File: src/hw/dtm_pkg.sv
// Purpose: constants and carrier types for the dual timer mode control
// Assumes: 8-bit register port, 100 MHz core clock
// Notes: every address, field position and count lives here
package dtm_pkg;

    ////////////////////////////////////////////////////////////////////////
    // register addresses
    localparam logic [7:0] ADDR_RUN_CTRL = 8'h88;
    localparam logic [7:0] ADDR_MODE_CFG = 8'h89;
    localparam logic [7:0] ADDR_T0_LOW = 8'h8a;
    localparam logic [7:0] ADDR_T1_LOW = 8'h8b;
    localparam logic [7:0] ADDR_T0_HIGH = 8'h8c;
    localparam logic [7:0] ADDR_T1_HIGH = 8'h8d;
    localparam logic [7:0] ADDR_IRQ_STATUS = 8'h90;
    localparam logic [7:0] ADDR_IRQ_MASK = 8'h91;

    ////////////////////////////////////////////////////////////////////////
    // field positions in the run control register
    localparam int RUN_T1_FLAG_BIT = 7;
    localparam int RUN_T1_RUN_BIT = 6;
    localparam int RUN_T0_FLAG_BIT = 5;
    localparam int RUN_T0_RUN_BIT = 4;

    // field positions in the irq status and mask registers
    localparam int IRQ_T0_BIT = 0;
    localparam int IRQ_T1_BIT = 1;

    ////////////////////////////////////////////////////////////////////////
    // reset values
    localparam logic [7:0] RST_MODE_CFG = 8'h00;
    localparam logic [7:0] RST_COUNT = 8'h00;
    localparam logic [1:0] RST_RUN = 2'h0;
    localparam logic [1:0] RST_FLAG = 2'h0;
    localparam logic [1:0] RST_MASK = 2'h0;

    ////////////////////////////////////////////////////////////////////////
    // operating modes of the per-timer mode field
    localparam logic [1:0] MODE_PRESCALED = 2'h0;
    localparam logic [1:0] MODE_WIDE = 2'h1;
    localparam logic [1:0] MODE_AUTO_RELOAD = 2'h2;
    localparam logic [1:0] MODE_STOPPED = 2'h3;

    // prescaler width in the low byte for the prescaled mode
    localparam logic [4:0] PRESCALE_MAX = 5'h1f;
    localparam logic [7:0] BYTE_MAX = 8'hff;

    ////////////////////////////////////////////////////////////////////////
    // timing: the internal time base advances once per this many clocks
    localparam int CLK_PERIOD_NS = 10;
    localparam int TICK_CYCLES = 2;
    localparam int TICK_NS = TICK_CYCLES * CLK_PERIOD_NS;
    localparam int TICK_DIV = (TICK_NS + CLK_PERIOD_NS - 1) / CLK_PERIOD_NS;
    localparam logic [1:0] TICK_LAST = 2'(TICK_DIV - 1);

    ////////////////////////////////////////////////////////////////////////
    // per-timer configuration, four bits of the mode register
    typedef struct packed {
        logic pin_gating;
        logic source_select;
        logic [1:0] mode_field;
    } dtm_tcfg_type;

    // whole mode register, timer 1 in the upper nibble
    typedef struct packed {
        dtm_tcfg_type timer1;
        dtm_tcfg_type timer0;
    } dtm_mode_cfg_type;

    // one timer's count pair and its overflow out of a step
    typedef struct packed {
        logic [7:0] high_byte;
        logic [7:0] low_byte;
        logic overflow;
    } dtm_step_type;

endpackage : dtm_pkg

File: src/hw/dtm_timer_mode_ctrl.sv
// Purpose: dual timer/counter with mode control, gating and overflow irq
// Assumes: pins are synchronous to i_core_clk; one clock, sync reset
// Notes: reads return data in the cycle after the read strobe only
//
// Overview of operation
// - timer 1 ungated counts whenever its run bit is set, except in mode 11.
// - timer 1 gated counts only with run set and irq pin 1 high.
// - timer 1 internal source advances once every 2 clocks.
// - timer 1 external source advances on count pin 1 falling edges.
// - timer 1 mode 00 is 8-bit plus 5-bit prescaler; 01 is 16-bit.
// - timer 1 mode 10 counts low byte, reloads from high on overflow.
// - timer 0 ungated counts whenever its run bit is set, except in mode 11.
// - timer 0 gated counts only with run set and irq pin 0 high.
// - timer 0 internal source advances once every 2 clocks.
// - timer 0 external source advances on count pin 0 falling edges.
// - timer 0 mode 00 is 8-bit plus 5-bit prescaler; 01 is 16-bit.
// - timer 0 mode 10 counts low byte, reloads from high on overflow.
// - run bit cleared stops a timer; set lets it run when gated open, except in mode 11.
// - overflow sets the flag; vectoring into the handler clears it.
`timescale 1ns/100ps

module dtm_timer_mode_ctrl (
    // clock and reset
    input wire logic i_core_clk,
    input wire logic i_rst,
    // register port
    input wire logic [7:0] i_addr,
    input wire logic [7:0] i_wr_data,
    input wire logic i_wr_en,
    input wire logic i_rd_en,
    output logic [7:0] o_rd_data,
    // external pins
    input wire logic i_ext_irq_pin_0,
    input wire logic i_ext_irq_pin_1,
    input wire logic i_ext_count_pin_0,
    input wire logic i_ext_count_pin_1,
    // interrupt vector acknowledge from the processor
    input wire logic i_timer0_vector_ack,
    input wire logic i_timer1_vector_ack,
    // status outputs
    output logic o_timer0_overflow_flag,
    output logic o_timer1_overflow_flag,
    output logic o_irq
);

    ////////////////////////////////////////////////////////////////////////
    // one counting step of a timer in the given mode
    function automatic dtm_pkg::dtm_step_type dtm_next(
        input logic [1:0] mode,
        input logic [7:0] hi,
        input logic [7:0] lo
    );
        dtm_pkg::dtm_step_type res;
        logic [16:0] wide;
        res.high_byte = hi;
        res.low_byte = lo;
        res.overflow = 1'b0;
        wide = 17'h00000;
        unique case (mode)
            dtm_pkg::MODE_PRESCALED: begin
                // upper three low-byte bits are left untouched
                res.low_byte[4:0] = 5'(lo[4:0] + 5'h01);
                if (lo[4:0] == dtm_pkg::PRESCALE_MAX) begin
                    res.high_byte = 8'(hi + 8'h01);
                    res.overflow = (hi == dtm_pkg::BYTE_MAX);
                end
            end
            dtm_pkg::MODE_WIDE: begin
                wide = {1'b0, hi, lo} + 17'h00001;
                res.high_byte = wide[15:8];
                res.low_byte = wide[7:0];
                res.overflow = wide[16];
            end
            dtm_pkg::MODE_AUTO_RELOAD: begin
                if (lo == dtm_pkg::BYTE_MAX) begin
                    res.low_byte = hi;
                    res.overflow = 1'b1;
                end else begin
                    res.low_byte = 8'(lo + 8'h01);
                end
            end
            dtm_pkg::MODE_STOPPED: begin
                res.overflow = 1'b0;
            end
        endcase
        return res;
    endfunction : dtm_next

    // one strobe qualified by an exact address match
    function automatic logic dtm_hit(
        input logic strobe,
        input logic [7:0] addr,
        input logic [7:0] target
    );
        return strobe && (addr == target);
    endfunction : dtm_hit

    ////////////////////////////////////////////////////////////////////////
    // registers
    dtm_pkg::dtm_mode_cfg_type cfg_q;
    dtm_pkg::dtm_tcfg_type tcfg [2];
    logic [1:0] run_q;
    logic [1:0] flag_q;
    logic [1:0] flag_d;
    logic [1:0] mask_q;
    logic [7:0] high_q [2];
    logic [7:0] low_q [2];
    logic [1:0] div_q;
    logic tick;
    logic [1:0] count_pin;
    logic [1:0] count_pin_prev_q;
    logic [1:0] count_edge;
    logic [1:0] irq_pin;
    logic [1:0] vector_ack;
    logic [1:0] gate_open;
    logic [1:0] advance;
    logic [1:0] count_en;
    logic [1:0] overflow_evt;
    logic [1:0] flag_clr;
    logic [1:0] wr_low;
    logic [1:0] wr_high;
    logic wr_run_ctrl;
    logic wr_mode_cfg;
    logic wr_irq_status;
    logic wr_irq_mask;
    logic [7:0] rd_mux;
    dtm_pkg::dtm_step_type step [2];

    assign tcfg[0] = cfg_q.timer0;
    assign tcfg[1] = cfg_q.timer1;
    assign count_pin = {i_ext_count_pin_1, i_ext_count_pin_0};
    assign irq_pin = {i_ext_irq_pin_1, i_ext_irq_pin_0};
    assign vector_ack = {i_timer1_vector_ack, i_timer0_vector_ack};
    assign wr_low[0] = dtm_hit(i_wr_en, i_addr, dtm_pkg::ADDR_T0_LOW);
    assign wr_low[1] = dtm_hit(i_wr_en, i_addr, dtm_pkg::ADDR_T1_LOW);
    assign wr_high[0] = dtm_hit(i_wr_en, i_addr, dtm_pkg::ADDR_T0_HIGH);
    assign wr_high[1] = dtm_hit(i_wr_en, i_addr, dtm_pkg::ADDR_T1_HIGH);
    assign wr_run_ctrl = dtm_hit(i_wr_en, i_addr, dtm_pkg::ADDR_RUN_CTRL);
    assign wr_mode_cfg = dtm_hit(i_wr_en, i_addr, dtm_pkg::ADDR_MODE_CFG);
    assign wr_irq_status = dtm_hit(i_wr_en, i_addr, dtm_pkg::ADDR_IRQ_STATUS);
    assign wr_irq_mask = dtm_hit(i_wr_en, i_addr, dtm_pkg::ADDR_IRQ_MASK);

    ////////////////////////////////////////////////////////////////////////
    // free-running time base: one pulse every TICK_DIV clocks
    // it is not restarted by the run bit, so the first step may come one
    // clock sooner than the two-clock spacing of the rest; a run of 2n clocks gives n steps
    always_ff @(posedge i_core_clk) begin
        if (i_rst) begin
            div_q <= 2'h0;
        end else if (div_q == dtm_pkg::TICK_LAST) begin
            div_q <= 2'h0;
        end else begin
            div_q <= 2'(div_q + 2'h1);
        end
    end

    assign tick = (div_q == dtm_pkg::TICK_LAST);

    ////////////////////////////////////////////////////////////////////////
    // count pin edge detect; pins are already synchronous, so one stage
    always_ff @(posedge i_core_clk) begin
        if (i_rst) begin
            count_pin_prev_q <= 2'h0;
        end else begin
            count_pin_prev_q <= count_pin;
        end
    end

    // a pin held low through reset release gives no spurious edge
    assign count_edge = count_pin_prev_q & ~count_pin;

    ////////////////////////////////////////////////////////////////////////
    // gating, source and mode decide whether a timer steps this cycle
    always_comb begin
        for (int i = 0; i < 2; i++) begin
            gate_open[i] = run_q[i] & (~tcfg[i].pin_gating | irq_pin[i]);
            advance[i] = tcfg[i].source_select ? count_edge[i] : tick;
            count_en[i] = gate_open[i] & advance[i]
                & (tcfg[i].mode_field != dtm_pkg::MODE_STOPPED);
        end
    end

    // the step is worked out every cycle and kept only when enabled
    always_comb begin
        for (int i = 0; i < 2; i++) begin
            step[i] = dtm_next(tcfg[i].mode_field, high_q[i], low_q[i]);
            overflow_evt[i] = count_en[i] & step[i].overflow;
        end
    end

    ////////////////////////////////////////////////////////////////////////
    // count bytes; a software write wins over a count in the same cycle,
    // while the byte not written still takes its step
    always_ff @(posedge i_core_clk) begin
        if (i_rst) begin
            for (int i = 0; i < 2; i++) begin
                low_q[i] <= dtm_pkg::RST_COUNT;
            end
        end else begin
            for (int i = 0; i < 2; i++) begin
                if (wr_low[i]) begin
                    low_q[i] <= i_wr_data;
                end else if (count_en[i]) begin
                    low_q[i] <= step[i].low_byte;
                end
            end
        end
    end

    always_ff @(posedge i_core_clk) begin
        if (i_rst) begin
            for (int i = 0; i < 2; i++) begin
                high_q[i] <= dtm_pkg::RST_COUNT;
            end
        end else begin
            for (int i = 0; i < 2; i++) begin
                if (wr_high[i]) begin
                    high_q[i] <= i_wr_data;
                end else if (count_en[i]) begin
                    high_q[i] <= step[i].high_byte;
                end
            end
        end
    end

    ////////////////////////////////////////////////////////////////////////
    // mode configuration register
    // a new mode acts from the next step; the count bytes are kept as is
    always_ff @(posedge i_core_clk) begin
        if (i_rst) begin
            cfg_q <= dtm_pkg::RST_MODE_CFG;
        end else if (wr_mode_cfg) begin
            cfg_q <= i_wr_data;
        end
    end

    // run control bits; the flag positions of this register are read-only
    // clearing a run bit freezes its timer at the value of its last step
    always_ff @(posedge i_core_clk) begin
        if (i_rst) begin
            run_q <= dtm_pkg::RST_RUN;
        end else if (wr_run_ctrl) begin
            run_q[0] <= i_wr_data[dtm_pkg::RUN_T0_RUN_BIT];
            run_q[1] <= i_wr_data[dtm_pkg::RUN_T1_RUN_BIT];
        end
    end

    ////////////////////////////////////////////////////////////////////////
    // overflow flags: set by overflow, cleared by vector ack or write-one;
    // a set in the clearing cycle wins so no overflow is lost
    always_comb begin
        for (int i = 0; i < 2; i++) begin
            flag_clr[i] = vector_ack[i];
        end
        if (wr_irq_status) begin
            flag_clr[0] = flag_clr[0] | i_wr_data[dtm_pkg::IRQ_T0_BIT];
            flag_clr[1] = flag_clr[1] | i_wr_data[dtm_pkg::IRQ_T1_BIT];
        end
        flag_d = overflow_evt | (flag_q & ~flag_clr);
    end

    always_ff @(posedge i_core_clk) begin
        if (i_rst) begin
            flag_q <= dtm_pkg::RST_FLAG;
        end else begin
            flag_q <= flag_d;
        end
    end

    // masking only hides the interrupt; flags still record every overflow
    always_ff @(posedge i_core_clk) begin
        if (i_rst) begin
            mask_q <= dtm_pkg::RST_MASK;
        end else if (wr_irq_mask) begin
            mask_q[0] <= i_wr_data[dtm_pkg::IRQ_T0_BIT];
            mask_q[1] <= i_wr_data[dtm_pkg::IRQ_T1_BIT];
        end
    end

    assign o_timer0_overflow_flag = flag_q[0];
    assign o_timer1_overflow_flag = flag_q[1];
    // level interrupt; it drops as soon as every unmasked flag is cleared
    assign o_irq = |(flag_q & mask_q);

    ////////////////////////////////////////////////////////////////////////
    // read path: unmapped addresses read zero
    // reads have no side effects; flags clear only by w1c or vector ack
    always_comb begin
        rd_mux = 8'h00;
        unique case (i_addr)
            dtm_pkg::ADDR_RUN_CTRL: begin
                rd_mux[dtm_pkg::RUN_T1_FLAG_BIT] = flag_q[1];
                rd_mux[dtm_pkg::RUN_T1_RUN_BIT] = run_q[1];
                rd_mux[dtm_pkg::RUN_T0_FLAG_BIT] = flag_q[0];
                rd_mux[dtm_pkg::RUN_T0_RUN_BIT] = run_q[0];
            end
            dtm_pkg::ADDR_MODE_CFG: begin
                rd_mux = cfg_q;
            end
            dtm_pkg::ADDR_T0_LOW: begin
                rd_mux = low_q[0];
            end
            dtm_pkg::ADDR_T1_LOW: begin
                rd_mux = low_q[1];
            end
            dtm_pkg::ADDR_T0_HIGH: begin
                rd_mux = high_q[0];
            end
            dtm_pkg::ADDR_T1_HIGH: begin
                rd_mux = high_q[1];
            end
            dtm_pkg::ADDR_IRQ_STATUS: begin
                rd_mux[dtm_pkg::IRQ_T0_BIT] = flag_q[0];
                rd_mux[dtm_pkg::IRQ_T1_BIT] = flag_q[1];
            end
            dtm_pkg::ADDR_IRQ_MASK: begin
                rd_mux[dtm_pkg::IRQ_T0_BIT] = mask_q[0];
                rd_mux[dtm_pkg::IRQ_T1_BIT] = mask_q[1];
            end
            default: begin
                rd_mux = 8'h00;
            end
        endcase
    end

    // data stands only in the cycle after the strobe, zero otherwise
    always_ff @(posedge i_core_clk) begin
        if (i_rst) begin
            o_rd_data <= 8'h00;
        end else if (i_rd_en) begin
            o_rd_data <= rd_mux;
        end else begin
            o_rd_data <= 8'h00;
        end
    end

endmodule : dtm_timer_mode_ctrl

File: config.mk
export PLATFORM = sky130hd
export DESIGN_NAME = dtm_timer_mode_ctrl
export DESIGN_NICKNAME = d
export VERILOG_FILES = /design/src/hw/dtm_pkg.sv /design/src/hw/dtm_timer_mode_ctrl.sv
export SDC_FILE = /design/constraint.sdc
export NUM_CORES = 1
export LEC_CHECK = 0
export BUFFER_PORTS_ARGS = -buffer_cell sky130_fd_sc_hd__clkbuf_2
export CORE_MARGIN = 5
export CORE_UTILIZATION = 35
export DETAILED_ROUTE_END_ITERATION = 8
export SKIP_LAST_GASP = 1
export SLEW_MARGIN = 20
export SYNTH_ARGS = -nofsm -noshare
export SYNTH_HDL_FRONTEND = slang
export SYNTH_SLANG_ARGS = --single-unit
File: constraint.sdc
create_clock -name i_core_clk -period 3.2 [get_ports i_core_clk]
set_clock_uncertainty 0.15 [all_clocks]
set_input_delay 0.64 -clock i_core_clk [delete_from_list [all_inputs] [get_ports i_core_clk]]
set_output_delay 0.64 -clock i_core_clk [all_outputs]
set_load 0.05 [all_outputs]
---- After elaboration in Yosys (flattened, before gate mapping) ----
Memory sizes are Yosys's and may differ from the RTL's.
Index checks and enable logic that the tools add are counted.
cells by class
  add/subtract/negate cells ............... 9
  eq/ne operators ......................... 23
  muxes and demuxes ....................... 58
  bitwise operators ....................... 29
  reduce and logical (&&, ||, !) cells .... 13
operators by type and width
  cell                     count
  $eq A8 B8 Y1 const B     12
  $mux W8                  12
  $add A16 B1 Y17 const B  2
  $mux W1                  34
  $add A8 B1 Y8 const B    4
  $pmux W8 S2              2
  $pmux W5 S3              2
  $pmux W4 S6              1
  $pmux W2 S7              1
  $or A1 B1 Y1             12
  $pmux W3 S2              2
  $add A5 B1 Y5 const B    2
  $eq A5 B5 Y1 const B     2
  $pmux W2 S5              1
  $and A1 B1 Y1            8
  $eq A2 B2 Y1 const B     4
  $logic_and A1 B1 Y1      8
  $pmux W1 S4              2
  $and A2 B2 Y2            3
  $eq A2 B1 Y1 const B     3
  $reduce_or A2 Y1         3
  $logic_not A2 Y1         2
  $ne A2 B2 Y1 const B     2
  $not A2 Y2               2
  4 further kinds          6
storage, ports and cells
  flip-flop bits (word level) ............. 26
  RAM bits ................................ 32
  input bits .............................. 26
  output and inout port bits .............. 11
  logic and storage cells ................. 146
  memories ................................ 2
memory list
  memory  words  bits a word  rd ports  clocked after memory_dff  write ports  line                        source
  high_q  2      8            2         0                         2            dtm_timer_mode_ctrl.sv:106  logic [7:0] high_q [2];
  low_q   2      8            2         0                         2            dtm_timer_mode_ctrl.sv:107  logic [7:0] low_q [2];

---- Depth between registers and ports, before layout ----
Gate-level depths: netlist of the first run.
  depth after elaboration ................. 10
  mapped depth ............................ 9
  depth with buffers taken out ............ 7

---- Worst setup path before layout of the first run ----
OpenSTA, ideal clock, no wires.
  kind .................................... input port to flip-flop
  start point ............................. in i_addr[5]
  end point ............................... mem low_q[0][5], data pin
  library setup time ...................... 0.256 ns
  arrival ................................. 2.197 ns
  data required time ...................... 2.794 ns
  slack ................................... 0.597 ns
  cell stages on the path ................. 6
  path buffers ............................ 2
  cells stage by stage .................... or4b_4 buf_6 nor4_4 a21oi_2 buf_6 a22o_1
RTL lines
  what         line                        source
  from (decl)  dtm_timer_mode_ctrl.sv:27   input wire logic [7:0] i_addr,
  to (decl)    dtm_timer_mode_ctrl.sv:107

==> summary.md, run 1 <==
| Metric | Value |
|---|---|
| Largest net degree at the start of global routing | `26` |
| Crit end category | `register` |
| Leak | `1.781 nW` |
| Initial DRC count | `269` |
| Slew @ Worst Pin | `0.7916 ns` |
| Initial antenna violation count | `0` |
| Headroom to the max-slew limit | `47.23%` |
| Hold Path Class | `reg2reg` |
| Final non-filler cell total | `624` |
| Max Fclk | `0.4030 GHz` |
| CTS tree | `yes` |
| M1 WL | `5.754 mm` |
| Die W | `118.0 um` |
| Worst EP arrival | `2.42 ns` |
| Final Hold Vio Count | `0` |
| Synth Cell Area | `0.004084 mm2` |
| Met2 WL post-DR | `5.619 mm` |
| Layout area overhead | `15.50%` |
| Most frequent cells in the layout | `clkbuf_2, nor2_1, edfxtp_1` |
| Vias per cell | `5.878` |
| All-layer global routing usage | `18.17%` |
| CTS Buffer Depth | `2` |
| Synth Flop Type | `edfxtp_1` |
| YS warnings | `0` |
| Crit Path Class | `reg2reg` |
| Synth Instances | `438` |
| Status | `completed` |
| Nets | `517` |
| Commonest non-fill, non-tap cell in the layout | `clkbuf_2` |
| DRC viols | `0` |
| Wire length per cell | `20.22 um` |
| Seq/Total Area, Yosys | `36.27%` |
| RSZ-0062 raised after global routing | `no` |
| CP Launch Type | `register` |
| Die H | `118.0 um` |
| Die area | `0.01393 mm2` |
| RD Place Congestion | `0.9521` |
| Peak VDD IR | `0.1971 mV` |
| Post-DRT Antenna Nets | `0` |
| Post-CTS Setup Bufs | `0` |
| EDFF count, synth | `32` |
| Post-synth ARST share | `0%` |
| Post-route minimum period | `2.482 ns` |
| Cts repair resizes | `0` |
| Reg clk slew, reported paths | `0.05 ns` |
| DPL Wire Length | `9.296 mm` |
| I/O Pins | `37` |
| Total gr overflow | `0` |
| Netlist cell types | `58` |
| Total length of routed met3 wires | `955 um` |
| Final WL | `12.62 mm` |
| Setup violators final | `0` |
| Inst Count DP | `608` |
| Setup TNS Final | `0 ns` |
| CTS Hold Bufs | `0` |
| Row cnt | `39` |
| Port bufs | `36` |
| Final Hold Slack | `0.2813 ns` |
| Core Box Area | `0.01142 mm2` |
| Slew Viols, Final | `0` |
| Antenna fix cells | `0` |
| Clk Latency, worst-skew pair | `0.34 ns` |
| Vias | `3668` |
| Number of buffers created by CTS | `9` |
| Fin crit share | `77.55%` |
| Critical Path RT | `3.14 ns` |
| # fillers | `1143` |
| Area contributors post-synth | `edfxtp_1, dfxtp_1, mux2i_1` |
| CTS H-Tree Depth | `3` |
| Max_cap viols | `0` |
| Vias in the first global route | `3530` |
| Post-synth top area share | `23.53%` |
| Layout cells sized above 1 | `16.84%` |
| Initial Utilization | `35.77%` |
| Global-route wire length before repair | `19.92 mm` |
| Root Driver | `clkbuf_16` |
| Post-synth net total | `479` |
| Syn avg cell area | `9.324 um2` |
| Seq cells post-synth | `58` |
| Worst Path Max Fanout | `15` |
| Cell taking the most area after synthesis | `edfxtp_1` |
| Drt first pass iters | `5` |
| Highest layer used for signal routing | `met4` |
| Power density over the cells | `425.7 mW/mm2` |
| Number of clock sinks | `58` |
-- cells in the mapped netlist, types with 9 or more instances --
library cell,count
a21oi_1,29
a22o_1,9
a22oi_1,11
and3_1,9
clkbuf_1,9
dfxtp_1,26
edfxtp_1,32
ha_1,15
inv_1,16
mux2i_1,24
nand2_1,27
nand3_1,25
nand4_1,9
nor2_1,35
nor3_1,11
o21ai_0,17
o2bb2ai_1,16
xor2_1,15
-- final cells by class --
cell class	count	area [um2]	area share, %
flip-flops and latches	58	1481	31.41
multi-input cells	345	2431	51.54
clock inverters	6	81.33	1.724
repair buffers	46	255.2	5.411
well taps	143	178.9	3.793
inverters	16	60.06	1.273
clock buffers	10	229.0	4.854
-- metal layers --
layer,vias up,global-route usage [%]
met5,-,0
met4,0,6.380
met3,18,4.037
met2,143,27.19
met1,1758,25.68
li1,1749,-
-- worst paths after layout --
kind / start / end / slack, ns / cells after the start
setup reg to reg: div_q[0] / low_q[0][2] / 0.72 / 6
hold reg to reg: div_q[0] / div_q[0] / 0.28 / 1
hold / removal: div_q[0] / div_q[0] / 0.28 / 1
setup / recovery: div_q[0] / low_q[0][2] / 0.72 / 6
-- through the flow --
| stage | area, um2 | total power (W) | util (%) | setup slack [ns] |
|---|---|---|---|---|
| floorplan | 4084 | 0.0009303 | - | 0.5970 |
| global placement | 4407 | 0.0009990 | 38.59 | 0.5201 |
| detailed placement | 4407 | 0.001001 | 38.59 | 0.4780 |
| CTS | 4717 | 0.002016 | 41.31 | 0.5579 |
| global route | 4717 | 0.002061 | 41.31 | 0.5792 |
| finish | 4717 | 0.002008 | 41.31 | 0.7184 |
-- cell families (layout without fill, tap and decap cells) --
family | after synthesis | in the layout | synth area share (%)
DFF | 58 | 58 | 36.27
AOI/OAI and AO/OA | 125 | 125 | 22.24
and+or+nand+nor | 156 | 156 | 21.26
buffers and inverters | 35 | 78 | 4.197
adders and majority gates | 15 | 15 | 4.596
muxes | 27 | 27 | 6.709
xor gates and xnor gates | 22 | 22 | 4.718
-- registers in the layout, summed over array words and instances, names as in the netlist --
name,cells
div_q,2
mask_q,2
cfg_q,8
count_pin_prev_q,2
high_q,16
low_q,16
flag_q,2
o_rd_data,8
run_q,2
-- report_power, final --
group / internal, W / leakage [nW] / switching (W)
Sequential: 0.000806 / 0.541 / 0.0000299
Combinational: 0.0000546 / 1.09 / 0.0000983
Clock: 0.000675 / 0.150 / 0.000344
Total: 0.00154 / 1.78 / 0.000472
-- critical path, cell delays in order (launching register included) --
cell	delay (ns)
dfxtp_1	0.33
ha_1	0.22
nor2b_1	0.19
o2111ai_1	0.32
a21oi_2	0.69
and3_1	0.27
nor3_1	0.05
(Power assumes the default switching activity.)
==> run 2, diff against run 1 <==
- clock period: 3.2 -> 2 ns (I/O delays scaled with it)
==> run 2 against run 1 <==
The run now ends with setup timing left. Non-clock buffer count rose by 101. Final cell count rose by 16%. Register-to-register slack got worse by 0.82 ns. Utilization rose by 11 points. Critical path depth did not move. Die area did not move. Sequential share of layout area fell by 6.3 points. Critical endpoint is now high_q[1][5]. Largest power group unchanged.
==> summary.md, run 2 (same netlist as run 1, synthesis figures left out) <==
| Metric | Value |
|---|---|
| Storage cell area | `0.001488 mm2 (was 0.001481 mm2)` |
| Final Cell Area | `0.005927 mm2 (was 0.004717 mm2)` |
| Setup TNS Final | `-1.545 ns (was 0 ns)` |
| Initial DRC count | `280 (was 269)` |
| Post-DRT Antenna Nets | `0 (unchanged)` |
| I/O Pins | `37 (unchanged)` |
| Root Driver | `clkbuf_16 (unchanged)` |
| Final WL | `14.94 mm (was 12.62 mm)` |
| Final Hold Slack | `0.1460 ns (was 0.2813 ns)` |
| WHS Path Cells | `2 (was 1)` |
| Global-route wire length before repair | `22.39 mm (was 19.92 mm)` |
| Crit path largest cell delay | `0.61 ns (was 0.69 ns)` |
| CP Launch Type | `input pin (was register)` |
| Highest layer used for signal routing | `met4 (unchanged)` |
| Crit end category | `register (unchanged)` |
| Most frequent cells in the layout | `buf_4, clkbuf_2, nor2_1 (was clkbuf_2, nor2_1, edfxtp_1)` |
| Layout area overhead | `45.13% (was 15.50%)` |
| Total length of routed met3 wires | `1.261 mm (was 955 um)` |
| Power density over the cells | `573.9 mW/mm2 (was 425.7 mW/mm2)` |
| Crit Path Class | `in2reg (was reg2reg)` |
| Slowest CP cell | `or4b_4 (was a21oi_2)` |
| Hold Path Origin | `i_ext_count_pin_0 (was div_q[0])` |
| Max Fclk | `0.4743 GHz` |
| Final Hold Vio Count | `0 (unchanged)` |
| Commonest non-fill, non-tap cell in the layout | `buf_4 (was clkbuf_2)` |
| Wire length per cell | `20.58 um (was 20.22 um)` |
| Failing checks | `setup timing` |
| Die area | `0.01393 mm2 (unchanged)` |
| Clk Latency, worst-skew pair | `0.33 ns (was 0.34 ns)` |
| Largest net degree at the start of global routing | `20 (was 26)` |
| All-layer global routing usage | `20.47% (was 18.17%)` |
| CTS Buffer Depth | `2 (unchanged)` |
| RSZ-0062 raised after global routing | `yes (was no)` |
| Fin crit share | `105.4%` |
| M1 WL | `6.320 mm (was 5.754 mm)` |
| Area post-placement | `0.005082 mm2 (was 0.004407 mm2)` |
| Die H | `118.0 um (unchanged)` |
| Multi-input logic area | `0.002789 mm2 (was 0.002431 mm2)` |
| Hold endpoint | `count_pin_prev_q[0] (was div_q[0])` |
| Slew Viols, Final | `0 (unchanged)` |
| Die W | `118.0 um (unchanged)` |
| Cell family with the largest share of critical-path delay | `simple AND/OR/NAND/NOR gates (was compound AO/OA/AOI/OAI gates)` |
| Drt first pass iters | `5 (unchanged)` |
| Layout cells sized above 1 | `41.51% (was 16.84%)` |
| Antenna fix cells | `0 (unchanged)` |
| Reg clk slew, reported paths | `0.05 ns (about the same)` |
| Number of buffers created by CTS | `9 (unchanged)` |
| Total gr overflow | `0 (unchanged)` |
| Met2 WL post-DR | `6.869 mm (was 5.619 mm)` |
| Port bufs | `36 (unchanged)` |
| Final worst slack | `-0.1086 ns (was 0.7184 ns)` |
| DRC viols | `0 (unchanged)` |
| Peak VDD IR | `0.3631 mV (was 0.1971 mV)` |
| Vias per cell | `5.759 (was 5.878)` |
| Worst EP arrival | `2.14 ns (was 2.42 ns)` |
| Core Box Area | `0.01142 mm2 (unchanged)` |
| CTS tree | `yes (unchanged)` |
| Hold Path Class | `in2reg (was reg2reg)` |
| Slew @ Worst Pin | `0.4497 ns (was 0.7916 ns)` |
| RD Place Congestion | `0.9277 (was 0.9521)` |
| CP cell instances | `buf_6 > or4b_4 > nor4_4 > a211o_4 > and2_4 > o2bb2ai_2 (was ha_1 > nor2b_1 > o2111ai_1 > a21oi_2 > and3_1 > nor3_1)` |
| CTS H-Tree Depth | `3 (unchanged)` |
| Nets | `619 (was 517)` |
| Buf/Inv on CP | `1 (was 0)` |
| # fillers | `1067 (was 1143)` |
| Row cnt | `39 (unchanged)` |
| Initial antenna violation count | `0 (unchanged)` |
| Setup violators final | `33 (was 0)` |
| Critical Path RT | `2.03 ns (was 3.14 ns)` |
| Worst Path Max Fanout | `7 (was 15)` |
| Initial Utilization | `35.77% (unchanged)` |
| Headroom to the max-slew limit | `69.80% (was 47.23%)` |
| Status | `complete, but fails checks (was completed)` |
| Worst reg2reg setup slack | `-0.10 ns (was 0.72 ns)` |
| Worst flop-to-flop path startpoint | `low_q[0][1] (was div_q[0])` |
| Max_cap viols | `0 (unchanged)` |
| DPL Wire Length | `10.82 mm (was 9.296 mm)` |
| Placement Setup Slack | `-0.3298 ns (was 0.4780 ns)` |
| Post-route minimum period | `2.109 ns` |
| Leak | `2.389 nW (was 1.781 nW)` |
| R2r endpoint | `low_q[0][1] (was low_q[0][2])` |
| Vias in the first global route | `4109 (was 3530)` |
| Biggest regs | `high_q: 16 flops, low_q: 16 flops (unchanged)` |
| Path depth of the worst reg2reg path | `8 (was 6)` |
| Vias | `4181 (was 3668)` |
| Number of clock sinks | `58 (unchanged)` |
## run 2: area by class of cell
| type | count | share of cell area, % |
|---|---|---|
| multi-input cells | 346 | 47.06 |
| repair buffers | 147 | 18.11 |
| clock buffers | 14 | 5.531 |
| inverters | 16 | 1.013 |
| well taps | 143 | 3.019 |
| flip-flops and latches | 58 | 25.10 |
| clock inverters | 2 | 0.1689 |
## run 2: repair_timing
| action | 4_1_cts | 5_1_grt |
|---|---|---|
| pin swaps | 12 | 23 |
| setup endpoints to repair | 37 | 56 |
| gates resized for setup | 35 | 51 |
| hold buffers | 0 | 0 |
| setup buffers | 8 | 10 |
| cloned | 0 | 1 |
## run 2: how the worst max path moves through the flow
stage	from	to	slack, ns	cells after the start
floorplan	i_addr[5]	low_q[0][5]	-0.29	6
global placement	i_addr[5]	high_q[1][1]	-0.28	6
detailed placement	i_addr[5]	high_q[1][7]	-0.33	6
CTS	low_q[0][1]	low_q[0][1]	-0.06	8
global route	low_q[0][0]	low_q[0][1]	-0.15	8
finish	i_addr[6]	high_q[1][5]	-0.11	6
## run 2: layer usage
layer	vias to the layer above	GRT usage (%)
met4	0	8.387
li1	1963	-
met3	43	4.661
met1	1967	27.00
met2	208	32.25
met5	-	0
## run 2: metrics by stage
| step | std cells | utilization, % | power (W) |
|---|---|---|---|
| 6_report | 726 | 51.91 | 0.003401 |
| 5_1_grt | 726 | 51.91 | 0.003487 |
| 4_1_cts | 716 | 49.19 | 0.003362 |
| 3_5_place_dp | 692 | 44.51 | 0.001671 |
| 3_3_place_gp | 692 | 44.51 | 0.001666 |
| 2_1_floorplan | 438 | - | 0.001491 |
## run 2: where the power goes
group | total [W] | internal [W] | switching (W)
clock network | 0.00169 | 0.00113 | 0.000560
registers | 0.00133 | 0.00129 | 0.0000397
logic | 0.000385 | 0.000172 | 0.000213
==> run 3, diff against run 2 <==
- SKIP_CTS_REPAIR_TIMING: not set -> 1
==> run 3 against run 2 <==
The flow still finishes with violations (setup timing). Wire length down 3.0%. Combinational power down 7.0%. Global-route usage down 0.40 points. Flip-flop and latch count unchanged. First-iteration DRC count up 11%. Register-to-register slack about the same. Critical path depth unchanged. Sequential power about the same. Die area unchanged. Via count down 1.4%. Fmax up 0.79%. Sequential share of layout area up 0.57 points. Critical endpoint is now low_q[0][1]. Largest power group unchanged.
==> summary.md, run 3 (same netlist as run 1, synthesis figures left out) <==
| Metric | Value |
|---|---|
| Layout area overhead | `41.45% (was 45.13%)` |
| Setup violators final | `21 (was 33)` |
| Critical Path RT | `1.91 ns (was 2.03 ns)` |
| Number of buffers created by CTS | `9 (unchanged)` |
| Power share of the clock group | `50.1% (was 49.6%)` |
| Reg clk slew, reported paths | `0.05 ns (about the same)` |
| RSZ-0062 raised after global routing | `yes (unchanged)` |
| Buf/Inv on CP | `0 (was 1)` |
| Worst Path Max Fanout | `4 (was 7)` |
| Root Driver | `clkbuf_16 (unchanged)` |
| Crit end category | `register (unchanged)` |
| Layout cells sized above 1 | `38.24% (was 41.51%)` |
| CTS Buffer Depth | `2 (unchanged)` |
| Global-route wire length before repair | `21.98 mm (was 22.39 mm)` |
| Die H | `118.0 um (unchanged)` |
| CP cell instances | `ha_2 > nand4_1 > or2_4 > a22o_1 > a22oi_1 > a211oi_2 (was buf_6 > or4b_4 > nor4_4 > a211o_4 > and2_4 > o2bb2ai_2)` |
| Initial DRC count | `310 (was 280)` |
| Core Box Area | `0.01142 mm2 (unchanged)` |
| Area post-placement | `0.005082 mm2 (unchanged)` |
| Final worst slack | `-0.09195 ns (was -0.1086 ns)` |
| Status | `complete, but fails checks (unchanged)` |
| Nets | `614 (was 619)` |
| Crit Path Class | `reg2reg (was in2reg)` |
| DRC viols | `0 (unchanged)` |
| Multi-input logic area | `0.002694 mm2 (was 0.002789 mm2)` |
| Antenna fix cells | `0 (unchanged)` |
| RD Place Congestion | `0.9277 (unchanged)` |
| Storage cell area | `0.001483 mm2 (was 0.001488 mm2)` |
| Max_cap viols | `0 (unchanged)` |
| Slew Viols, Final | `0 (unchanged)` |
| I/O Pins | `37 (unchanged)` |
| Final Cell Area | `0.005777 mm2 (was 0.005927 mm2)` |
| Headroom to the max-slew limit | `72.18% (was 69.80%)` |
| CTS tree | `yes (unchanged)` |
| Die W | `118.0 um (unchanged)` |
| CP Launch Type | `register (was input pin)` |
| Slowest CP cell | `edfxtp_1 (was or4b_4)` |
| Post-DRT Antenna Nets | `0 (unchanged)` |
| Final Hold Slack | `0.1485 ns (was 0.1460 ns)` |
| Switching Share | `23.68% (was 23.89%)` |
| Seq pwr share | `39.3% (was 39.0%)` |
| Cell family with the largest share of critical-path delay | `simple AND/OR/NAND/NOR gates (unchanged)` |
| CTS H-Tree Depth | `3 (unchanged)` |
| Die area | `0.01393 mm2 (unchanged)` |
| DPL Wire Length | `10.82 mm (unchanged)` |
| Hold Path Class | `in2reg (unchanged)` |
| Clk Latency, worst-skew pair | `0.32 ns (was 0.33 ns)` |
| Initial antenna violation count | `0 (unchanged)` |
| Leak | `2.338 nW (was 2.389 nW)` |
| Biggest regs | `high_q: 16 flops, low_q: 16 flops (unchanged)` |
| Worst EP arrival | `2.00 ns (was 2.14 ns)` |
| All-layer global routing usage | `20.07% (was 20.47%)` |
| Final Hold Vio Count | `0 (unchanged)` |
| Fin crit share | `104.6% (was 105.4%)` |
| Failing checks | `setup timing (unchanged)` |
| P_int | `0.002573 W (was 0.002589 W)` |
| Logic pwr share | `10.6% (was 11.3%)` |
| Switch Pwr | `0.0007981 W (was 0.0008124 W)` |
| Wire length per cell | `20.10 um (was 20.58 um)` |
| Row cnt | `39 (unchanged)` |
| Commonest non-fill, non-tap cell in the layout | `buf_4 (unchanged)` |
| Largest net degree at the start of global routing | `20 (unchanged)` |
| Port bufs | `36 (unchanged)` |
| Vias per cell | `5.717 (was 5.759)` |
| # fillers | `1082 (was 1067)` |
| Max Fclk | `0.4780 GHz (was 0.4743 GHz)` |
| Initial Utilization | `35.77% (unchanged)` |
| Total gr overflow | `0 (unchanged)` |
| Drt first pass iters | `5 (unchanged)` |
| Vias | `4122 (was 4181)` |
| Vias in the first global route | `4032 (was 4109)` |
| Post-route minimum period | `2.092 ns (was 2.109 ns)` |
| Final WL | `14.49 mm (was 14.94 mm)` |
| Number of clock sinks | `58 (unchanged)` |
| Power density over the cells | `583.5 mW/mm2 (was 573.9 mW/mm2)` |
| Peak VDD IR | `0.3719 mV (was 0.3631 mV)` |
| Crit path largest cell delay | `0.37 ns (was 0.61 ns)` |
| Most frequent cells in the layout | `buf_4, clkbuf_2, nor2_1 (unchanged)` |
| Slew @ Worst Pin | `0.4138 ns (was 0.4497 ns)` |
[run 3: per-layer routing]
metal  share of wire (%)  routed length, um  GRT usage (%)
met1                  44               6318          26.56
met2                  46               6733          31.33
met3                 8.4               1215          5.382
met4                 1.5                222          7.384
met5                   0                  0              0
[run 3: cell type report]
class                           count  share of cell area (%)
Inverter                           16                   1.105
Tap cell                          143                   3.097
Timing Repair Buffer              143                   17.65
Clock inverter                      2                  0.1733
Multi-Input combinational cell    345                   46.63
Sequential cell                    58                   25.67
Clock buffer                       14                   5.675
[run 3: final timing paths]
| kind | from | to | slack, ns | cells past startpoint |
|---|---|---|---|---|
| max | low_q[0][1] | low_q[0][1] | -0.09 | 6 |
| min | i_ext_count_pin_0 | count_pin_prev_q[0] | 0.15 | 2 |
| max reg2reg | low_q[0][1] | low_q[0][1] | -0.09 | 6 |
| min reg2reg | div_q[0] | div_q[0] | 0.27 | 1 |
[run 3: stage by stage]
stage	cells	utilization [%]	total power (W)	setup TNS [ns]	setup slack, ns
floorplan	438	-	0.001491	-12.41	-0.2865
global placement	692	44.51	0.001666	-17.66	-0.2784
detailed placement	692	44.51	0.001671	-20.26	-0.3298
CTS	708	47.47	0.003338	-5.700	-0.2647
global route	721	50.59	0.003462	-2.046	-0.1391
finish	721	50.59	0.003371	-0.8364	-0.09195
[run 3: power groups by stage]
stage	Clock, W	Combinational [W]	Sequential [W]
after floorplan	0	0.000151	0.00134
after global placement	0	0.000319	0.00135
after detailed placement	0	0.000323	0.00135
after CTS	0.00169	0.000326	0.00132
after global routing	0.00175	0.000382	0.00133
final	0.00169	0.000358	0.00133
